$ cat src/shared/sbsm_consts.svh
// Constants for the safety SPI mode control block.
// Assumes inclusion by bare name from the design and bench files.
`ifndef SBSM_CONSTS_SVH
`define SBSM_CONSTS_SVH
`define SBSM_ADDR_MODE_CONTROL      6'h00
`define SBSM_ADDR_MODE_VALIDATION   6'h03
`define SBSM_ADDR_SWITCH_CONTROL    6'h05
`define SBSM_ADDR_CYCLIC_TIMING     6'h06
`define SBSM_ADDR_WATCHDOG          6'h09
`define SBSM_ADDR_GROUND_SHIFT      6'h0A
`define SBSM_ADDR_WAKE_CONTROL      6'h0C
`define SBSM_ADDR_WAKE_STATUS       6'h0F
`define SBSM_ADDR_WAKE_LIVE         6'h11
`define SBSM_ADDR_OVERTEMP          6'h12
`define SBSM_ADDR_BUS_HIGH_ERR      6'h14
`define SBSM_ADDR_BUS_LOW_ERR       6'h17
`define SBSM_ADDR_RESET_SOURCE      6'h18
`define SBSM_ADDR_SUPPLY_STATUS     6'h1B
`define SBSM_ADDR_INT_MASK_FIRST    6'h1D
`define SBSM_ADDR_INT_MASK_SECOND   6'h1E
`define SBSM_ADDR_INT_SRC_FIRST     6'h21
`define SBSM_ADDR_INT_SRC_SECOND    6'h22
`define SBSM_ADDR_TRANSCEIVER       6'h24
`define SBSM_ADDR_ERROR_FLAG        6'h25
`define SBSM_RW_WRITE               2'h3
`define SBSM_RW_READ                2'h0
`define SBSM_FRAME_BITS             5'h10
`define SBSM_MODE_RESET             3'h0
`define SBSM_SWITCH_RESET           4'h8
`define SBSM_SW_ON_BIT              0
`define SBSM_SW_CYCLIC_BIT          1
`define SBSM_SW_FORCED_BIT          2
`define SBSM_SW_LINKED_BIT          3
`endif

$ cat src/shared/sbsm_pkg.sv
// Types for the safety SPI mode control block.
// Assumes sbsm_consts.svh is on the include path.
package sbsm_pkg;
  typedef enum logic [2:0] {
    SBSM_POST_RESET = 3'b000,
    SBSM_NORMAL     = 3'b001,
    SBSM_STANDBY    = 3'b010,
    SBSM_SLEEP      = 3'b100,
    SBSM_EMERGENCY  = 3'b111
  } sbsm_mode_e;
  typedef logic [15:0] sbsm_frame_t;
endpackage

$ cat src/sbsm_spi_safety.sv
// SPI slave, frame checking and mode control of a system basis chip.
// Assumes the host is SPI master; pins are asynchronous to clk.
//
// Overview of operation
// - Invalid address or rw code writes nothing
// - Mode changes only when both registers match
// - Parity bits are pairwise XORs of data
// - Write only if computed parity matches received
// - Bad frame discarded, error flag readable
// - Exchange only while chip select low
// - Commit write at chip select rising edge
// - Output driver enabled while chip select low
// - Deselected: ignore clock and data, tristate
// - Sample input on falling clock edge
// - Update output on rising clock edge
// - Sixteen-bit frame, bit 15 first
// - Output shifts MSB first alongside input
// - Mode register reads return mode status
// - Reset clears mode registers, post-reset mode
// - Mode codes normal standby sleep emergency
// - Switch on bit gated by mode, sense bits
// - Cyclic bit enables sensing; linked bit resets 1
// - Address map decode, undefined addresses invalid
// - Frame: address, rw, parity, data fields
// - Bad full-length frame raises interrupt, state kept
// - Read returns old header, then new data
`include "sbsm_consts.svh"
`timescale 1ns/1ps
`default_nettype none
module sbsm_spi_safety
  import sbsm_pkg::*;
(
  input  wire logic            clk,
  input  wire logic            reset,
  input  wire logic            chipSelectN,
  input  wire logic            serialClock,
  input  wire logic            serialIn,
  input  wire logic            resetInN,
  output var  logic            serialOut,
  output var  logic            serialOutEn,
  output var  logic [2:0]      modeStatus,
  output var  logic            highSideSwitchOn,
  output var  logic            cyclicSenseOn,
  output var  logic            forcedWakeOn,
  output var  logic            wakeInputsLinked,
  output var  logic            frameErrorIrq,
  output var  sbsm_pkg::sbsm_frame_t lastFrame
);
  import sbsm_pkg::*;

  // Full-address lookup; single-bit flips land on undefined codes, except 6'h25, one flip from 6'h05, 6'h21 and 6'h24
  // A plain list keeps the map easy to audit against the address table
  function automatic logic addrValid(input logic [5:0] a);
    case (a)
      `SBSM_ADDR_MODE_CONTROL,
      `SBSM_ADDR_MODE_VALIDATION,
      `SBSM_ADDR_SWITCH_CONTROL,
      `SBSM_ADDR_CYCLIC_TIMING,
      `SBSM_ADDR_WATCHDOG,
      `SBSM_ADDR_GROUND_SHIFT,
      `SBSM_ADDR_WAKE_CONTROL,
      `SBSM_ADDR_WAKE_STATUS,
      `SBSM_ADDR_WAKE_LIVE,
      `SBSM_ADDR_OVERTEMP,
      `SBSM_ADDR_BUS_HIGH_ERR,
      `SBSM_ADDR_BUS_LOW_ERR,
      `SBSM_ADDR_RESET_SOURCE,
      `SBSM_ADDR_SUPPLY_STATUS,
      `SBSM_ADDR_INT_MASK_FIRST,
      `SBSM_ADDR_INT_MASK_SECOND,
      `SBSM_ADDR_INT_SRC_FIRST,
      `SBSM_ADDR_INT_SRC_SECOND,
      `SBSM_ADDR_TRANSCEIVER,
      `SBSM_ADDR_ERROR_FLAG:
      begin
        addrValid = 1'b1;
      end
      default:
      begin
        addrValid = 1'b0;
      end
    endcase
  endfunction

  function automatic logic [3:0] parityOf(input logic [3:0] d);
    parityOf = {d[3] ^ d[0], d[3] ^ d[2], d[2] ^ d[1], d[1] ^ d[0]};
  endfunction

  function automatic logic modeCodeValid(input logic [2:0] m);
    modeCodeValid = (m == SBSM_NORMAL) || (m == SBSM_STANDBY) ||
                    (m == SBSM_SLEEP) || (m == SBSM_EMERGENCY);
  endfunction

  // Pin synchronisers
  logic [1:0] csSync_reg;
  logic [1:0] sclkSync_reg;
  logic [1:0] mosiSync_reg;
  logic [1:0] rstSync_reg;
  logic       csPrev_reg;
  logic       sclkPrev_reg;

  always_ff @(posedge clk)
  begin
    if (reset)
    begin
      csSync_reg   <= 2'h3;
      sclkSync_reg <= 2'h0;
      mosiSync_reg <= 2'h0;
      rstSync_reg  <= 2'h3;
      csPrev_reg   <= 1'b1;
      sclkPrev_reg <= 1'b0;
    end
    else
    begin
      csSync_reg   <= {csSync_reg[0], chipSelectN};
      sclkSync_reg <= {sclkSync_reg[0], serialClock};
      mosiSync_reg <= {mosiSync_reg[0], serialIn};
      rstSync_reg  <= {rstSync_reg[0], resetInN};
      csPrev_reg   <= csSync_reg[1];
      sclkPrev_reg <= sclkSync_reg[1];
    end
  end

  logic selected;
  logic csRise;
  logic csFall;
  logic sclkRise;
  logic sclkFall;
  logic chipResetN;
  assign selected   = ~csSync_reg[1];
  assign csRise     = csSync_reg[1] & ~csPrev_reg;
  assign csFall     = ~csSync_reg[1] & csPrev_reg;
  assign sclkRise   = selected & sclkSync_reg[1] & ~sclkPrev_reg;
  assign sclkFall   = selected & ~sclkSync_reg[1] & sclkPrev_reg;
  assign chipResetN = rstSync_reg[1];

  // Shift path
  sbsm_frame_t inShift_reg;
  sbsm_frame_t outShift_reg;
  logic [4:0]  bitCount_reg;
  sbsm_frame_t prevFrame_reg;
  logic [3:0]  modeReadback;
  logic [3:0]  readData;
  logic [3:0]  readParity;
  logic [3:0]  switchBits_reg;
  logic        errorFlag_reg;

  always_ff @(posedge clk)
  begin
    if (reset)
    begin
      inShift_reg  <= 16'h0000;
      bitCount_reg <= 5'h00;
    end
    else if (csFall)
    begin
      bitCount_reg <= 5'h00;
    end
    // Counting one past a full frame marks over-long frames so they are not committed
    else if (sclkFall && bitCount_reg != (`SBSM_FRAME_BITS + 5'h01))
    begin
      inShift_reg  <= {inShift_reg[14:0], mosiSync_reg[1]};
      bitCount_reg <= bitCount_reg + 5'h01;
    end
  end

  // Read data is picked from the header as soon as the eighth bit is in
  always_comb
  begin
    case (inShift_reg[7:2])
      `SBSM_ADDR_MODE_CONTROL, `SBSM_ADDR_MODE_VALIDATION: readData = modeReadback;
      `SBSM_ADDR_SWITCH_CONTROL: readData = {wakeInputsLinked, forcedWakeOn,
                                             cyclicSenseOn, switchBits_reg[0]};
      `SBSM_ADDR_ERROR_FLAG:     readData = {3'h0, errorFlag_reg};
      default:                   readData = 4'h0;
    endcase
  end

  // Host checks returned data with the same parity it sends
  assign readParity = parityOf(readData);

  always_ff @(posedge clk)
  begin
    if (reset)
    begin
      outShift_reg <= 16'h0000;
    end
    else if (csFall)
    begin
      outShift_reg <= prevFrame_reg;
    end
    else if (sclkRise && bitCount_reg == 5'h08)
    begin
      outShift_reg <= {readParity, readData, 8'h00};
    end
    else if (sclkRise && bitCount_reg != 5'h00)
    begin
      outShift_reg <= {outShift_reg[14:0], 1'b0};
    end
  end

  always_ff @(posedge clk)
  begin
    if (reset)
    begin
      serialOut   <= 1'b0;
      serialOutEn <= 1'b0;
    end
    else
    begin
      serialOutEn <= selected;
      if (csFall)
      begin
        serialOut <= prevFrame_reg[15];
      end
      else if (sclkRise && bitCount_reg == 5'h08)
      begin
        serialOut <= readParity[3];
      end
      else if (sclkRise && bitCount_reg != 5'h00)
      begin
        serialOut <= outShift_reg[14];
      end
    end
  end

  // Frame commit at deselect; only a full frame is considered
  logic        frameDone;
  logic [5:0]  fAddr;
  logic [1:0]  fRw;
  logic [3:0]  fPar;
  logic [3:0]  fData;
  logic        frameGood;
  logic        writeOk;
  assign frameDone = csRise && bitCount_reg == `SBSM_FRAME_BITS;
  assign fAddr     = inShift_reg[15:10];
  assign fRw       = inShift_reg[9:8];
  assign fPar      = inShift_reg[7:4];
  assign fData     = inShift_reg[3:0];
  assign frameGood = addrValid(fAddr) && (fRw == `SBSM_RW_WRITE || fRw == `SBSM_RW_READ) &&
                     parityOf(fData) == fPar;
  assign writeOk   = frameDone && frameGood && fRw == `SBSM_RW_WRITE;

  logic [2:0] modeCtrl_reg;
  logic [2:0] modeValid_reg;
  logic [2:0] mode_reg;
  assign modeReadback = {1'b0, mode_reg};

  always_ff @(posedge clk)
  begin
    if (reset)
    begin
      prevFrame_reg <= 16'h0000;
    end
    else if (frameDone)
    begin
      prevFrame_reg <= inShift_reg;
    end
  end

  always_ff @(posedge clk)
  begin
    if (reset || !chipResetN)
    begin
      modeCtrl_reg  <= `SBSM_MODE_RESET;
      modeValid_reg <= `SBSM_MODE_RESET;
      mode_reg      <= SBSM_POST_RESET;
    end
    else
    begin
      if (writeOk && fAddr == `SBSM_ADDR_MODE_CONTROL)
      begin
        modeCtrl_reg <= fData[2:0];
      end
      if (writeOk && fAddr == `SBSM_ADDR_MODE_VALIDATION)
      begin
        modeValid_reg <= fData[2:0];
        // Ordered pair: validation write confirms the earlier control write
        if (fData[2:0] == modeCtrl_reg && modeCodeValid(fData[2:0]))
        begin
          mode_reg <= fData[2:0];
        end
      end
    end
  end

  always_ff @(posedge clk)
  begin
    if (reset || !chipResetN)
    begin
      switchBits_reg <= `SBSM_SWITCH_RESET;
    end
    else if (writeOk && fAddr == `SBSM_ADDR_SWITCH_CONTROL)
    begin
      switchBits_reg <= fData;
    end
  end

  // Error flag is sticky until read back; a new error wins over that read
  always_ff @(posedge clk)
  begin
    if (reset)
    begin
      errorFlag_reg <= 1'b0;
      frameErrorIrq <= 1'b0;
    end
    else
    begin
      frameErrorIrq <= frameDone && !frameGood;
      if (frameDone && !frameGood)
      begin
        errorFlag_reg <= 1'b1;
      end
      else if (frameDone && fRw == `SBSM_RW_READ && fAddr == `SBSM_ADDR_ERROR_FLAG)
      begin
        errorFlag_reg <= 1'b0;
      end
    end
  end

  always_ff @(posedge clk)
  begin
    if (reset)
    begin
      modeStatus       <= 3'h0;
      highSideSwitchOn <= 1'b0;
      cyclicSenseOn    <= 1'b0;
      forcedWakeOn     <= 1'b0;
      wakeInputsLinked <= 1'b1;
      lastFrame        <= 16'h0000;
    end
    else
    begin
      modeStatus       <= mode_reg;
      highSideSwitchOn <= switchBits_reg[`SBSM_SW_ON_BIT] &&
                          !switchBits_reg[`SBSM_SW_CYCLIC_BIT] &&
                          !switchBits_reg[`SBSM_SW_FORCED_BIT] &&
                          (mode_reg == SBSM_NORMAL || mode_reg == SBSM_STANDBY);
      cyclicSenseOn    <= switchBits_reg[`SBSM_SW_CYCLIC_BIT];
      forcedWakeOn     <= switchBits_reg[`SBSM_SW_FORCED_BIT];
      wakeInputsLinked <= switchBits_reg[`SBSM_SW_LINKED_BIT];
      // Only checked frames are exposed, so a corrupted one never looks committed
      if (frameDone && frameGood)
      begin
        lastFrame <= inShift_reg;
      end
    end
  end
endmodule
`default_nettype wire

$ cat config.mk
export PLATFORM = sky130hd
export DESIGN_NAME = sbsm_spi_safety
export DESIGN_NICKNAME = d
export VERILOG_FILES = /design/src/shared/sbsm_pkg.sv /design/src/sbsm_spi_safety.sv
export VERILOG_INCLUDE_DIRS = /design/src /design/src/shared
export SDC_FILE = /design/constraint.sdc
export NUM_CORES = 1
export LEC_CHECK = 0
export BUFFER_PORTS_ARGS = -buffer_cell sky130_fd_sc_hd__buf_2
export CELL_PAD_IN_SITES_DETAIL_PLACEMENT = 1
export CELL_PAD_IN_SITES_GLOBAL_PLACEMENT = 2
export CORE_ASPECT_RATIO = 1.25
export CORE_UTILIZATION = 31
export CTS_BUF_LIST = sky130_fd_sc_hd__clkbuf_4
export CTS_CLUSTER_SIZE = 12
export DETAILED_ROUTE_END_ITERATION = 16
export PLACE_DENSITY = 0.68
export SLEW_MARGIN = 20
export SYNTH_ARGS = -nofsm -noshare
export SYNTH_HDL_FRONTEND = slang
export SYNTH_SLANG_ARGS = --single-unit
$ cat constraint.sdc
create_clock -name clk -period 3 [get_ports clk]
set_input_delay 0.3 -clock clk [delete_from_list [all_inputs] [get_ports clk]]
set_output_delay 0.3 -clock clk [all_outputs]
set_load 0.02 [all_outputs]
==> load_flow_metrics.sql <==
INSERT INTO impl_metrics (metric_group, metric, value, unit) VALUES
('status', 'run_status', 'finished clean', ''),
('worst_hold_path', 'hp_class', 'in -> reg', ''),
('setup_path', 'worst_path_dominant_cell_family', 'simple AND/OR/NAND/NOR gates', ''),
('logic_synthesis', 'synth.net_count', '526', ''),
('clock_network', 'cts_buffers', '9', ''),
('clock_network', 'cts_max_path_buffers', '2', ''),
('setup_path', 'cp-endpoint', 'lastFrame[2]', ''),
('sta', 'hold-worst-slack', '57.4', 'ps'),
('die', 'die_width', '109', 'um'),
('die', 'core_area', '0.0139', 'sq mm'),
('logic_synthesis', 'synth-edff-count', '0', ''),
('clock_network', 'clkSinkCount', '100', ''),
('sta', 'timing.final.setup_violations', '0', ''),
('pwr', 'worst_ir_drop_vdd', '0.195', 'mV'),
('routing', 'via_count', '3590', ''),
('sta', 'min_period_over_period', '78.4', '%'),
('global_route', 'grt.overflow.total', '0', ''),
('setup_path', 'setup.worst_path.start', 'inShift_reg[2]', ''),
('cells_and_area', 'number_of_fill_cells_in_the_layout', '1697', ''),
('cells_and_area', 'ratio_of_cells_with_drive_above_1_in_the_final_layout', '15.1', '%'),
('logic_synthesis', 'async_flop_share', '0', '%'),
('place', 'port_buffers', '31', ''),
('setup_path', 'cp_class', 'reg -> reg', ''),
('setup_path', 'worst-endpoint-required', '3350', 'ps'),
('setup_path', 'worst_ep_arrival_time', '2700', 'ps'),
('pwr', 'pwr_density_cell', '441', 'mW/mm^2'),
('sta', 'timing.final.max_slew_violations', '0', ''),
('cells_and_area', 'area_delta_synth_final', '11.5', '%'),
('logic_synthesis', 'ys_types', '60', ''),
('place', 'detailedPlacementHpwl', '8740', 'um'),
('global_route', 'grt_first_pass_wirelength', '20100', 'um'),
('clock_network', 'post_cts.resized_instances', '0', ''),
('routing', 'wl_per_cell', '17.2', 'um'),
('setup_path', 'cp_num_buf_inv', '1', ''),
('logic_synthesis', 'synth-seq-cells', '100', ''),
('logic_synthesis', 'post_synth_instance_area', '0.00446', 'sq mm'),
('sta', 'final.setup_skew', '21.5', 'ps'),
('die', 'placementRows', '48', ''),
('setup_path', 'crit_cells', '7', ''),
('die', 'floorplan.die_area', '0.0149', 'sq mm'),
('die', 'die_span_in_y', '136', 'um'),
('routing', 'drcViolationCount', '0', ''),
('routing', 'drtIter0Drc', '107', ''),
('setup_path', 'timing.reg2reg.worst_path_depth', '7', ''),
('sta', 'setup_ws', '649', 'ps'),
('setup_path', 'worstPathMaxFanout', '16', ''),
('logic_synthesis', 'synth_area_per_cell', '8.79', 'sq um'),
('global_route', 'grt_start_max_net_pins', '42', ''),
('run', 'max_cap_violations', '0', ''),
('logic_synthesis', 'post-synth-top-area-cell', 'dfxtp_1', ''),
('sta', 'worst_pin_slew', '784', 'ps'),
('routing', 'antenna_violating_nets_post_route', '0', ''),
('setup_path', 'timing.rr.start', 'inShift_reg[2]', ''),
('sta', 'finalWorstPathRequiredPeriod', '2350', 'ps'),
('sta', 'slew_headroom', '47.7', '%'),
('setup_path', 'cpMaxStageDelayCell', 'dfxtp_1', ''),
('logic_synthesis', 'synth_most_common_cell', 'dfxtp_1', ''),
('sta', 'hold_viol', '0', ''),
('sta', 'highest_attainable_clock_frequency', '0.425', 'GHz'),
('pwr', 'total_power', '0.00220', 'W'),
('setup_path', 'crit_chain', 'inv_1 -> ha_1 -> xor2_1 -> nor4_4 -> nand3_4 -> mux2i_1 -> nor2_1', ''),
('global_route', 'via_count_of_the_first_global_routing_pass', '3743', ''),
('clock_network', 'clock-root-buffer', 'clkbuf_4', ''),
('clock_network', 'number_of_levels_the_h_tree_was_split_into', '3', ''),
('routing', 'drt_pass1_iterations', '4', ''),
('global_route', 'grt.total_usage', '17.9', '%'),
('setup_path', 'rr_endpoint', 'lastFrame[2]', ''),
('logic_synthesis', 'synth_warnings', '0', ''),
('clock_network', 'clk_pin_slew_worst_paths', '180', 'ps'),
('logic_synthesis', 'synthesis.instances', '508', ''),
('logic_synthesis', 'post_synth_top_cells', '100 x dfxtp_1, 83 x nand2_1, 52 x nor2_1', '');
how the worst min path moves through the flow:
stage                               from               to  slack [ps]  cells past startpoint
final                        serialClock  sclkSync_reg[0]          60                      2
after global routing         serialClock  sclkSync_reg[0]          30                      2
after CTS                       serialIn  mosiSync_reg[0]          30                      2
after detailed placement  rstSync_reg[0]   rstSync_reg[1]         410                      1
after global placement     csSync_reg[0]    csSync_reg[1]         400                      1
after floorplan            csSync_reg[0]    csSync_reg[1]         390                      1
per-layer routing:
layer | track usage (%) | up-vias | wire length [um]
li1 | - | 1792 | -
met1 | 22.4 | 1747 | 5610
met2 | 31.1 | 39 | 6210
met3 | 2.92 | 12 | 283
met4 | 5.70 | 0 | 174
met5 | 0 | - | 0
power breakdown:
part	switching (W)	internal [W]
logic	0.0000498	0.0000254
clock network	0.000498	0.000270
registers	0.00000787	0.00134
cells by family after synthesis:
logic type | count (synthesis) | share of synthesized area (%)
muxes | 29 | 6.53
AOI/OAI and AO/OA | 91 | 12.8
adders and majority gates | 12 | 3.36
and+or+nand+nor | 204 | 23.0
buffers and inverters | 51 | 4.74
xor gates and xnor gates | 21 | 4.76
DFF | 100 | 44.8
cell usage in the layout (no fill, tap or decap), types with 3 or more instances in the layout:
| master | n |
|---|---|
| mux2i_1 | 28 |
| nor4_1 | 3 |
| a221oi_1 | 7 |
| nor2_1 | 52 |
| buf_2 | 31 |
| or3_1 | 3 |
| clkbuf_4 | 9 |
| xor2_1 | 11 |
| nand4_1 | 8 |
| inv_1 | 14 |
| a21oi_1 | 44 |
| nand2_1 | 83 |
| o21ai_0 | 12 |
| nand2b_1 | 4 |
| nor2b_1 | 12 |
| inv_6 | 3 |
| or2_2 | 5 |
| ha_1 | 12 |
| o211ai_1 | 3 |
| buf_4 | 17 |
| a211oi_1 | 8 |
| nor3_1 | 10 |
| xnor2_1 | 8 |
| dfxtp_1 | 100 |
layout make-up:
cell class	instances	area, sq um	area share [%]
clock buffer	9	67.6	1.36
timing repair buffer	50	303	6.08
sequential	100	2000	40.2
clock inverter	7	81.3	1.63
inverter	14	52.6	1.06
multi-input combinational	357	2250	45.2
antenna	1	2.50	0.0503
tap	175	219	4.40
metrics by stage:
step | instances | instance area, sq um
3_3_place_gp | 694 | 4810
3_5_place_dp | 694 | 4810
2_1_floorplan | 508 | 4460
4_1_cts | 712 | 4980
6_report | 713 | 4980
5_1_grt | 713 | 4980
repair_timing:
| item | CTS | global route |
|---|---|---|
| buffers inserted | 0 | 0 |
| hold endpoints to repair | 2 | 0 |
| hold buffers | 2 | 0 |
Note: power is estimated with default switching activity, not from simulation.
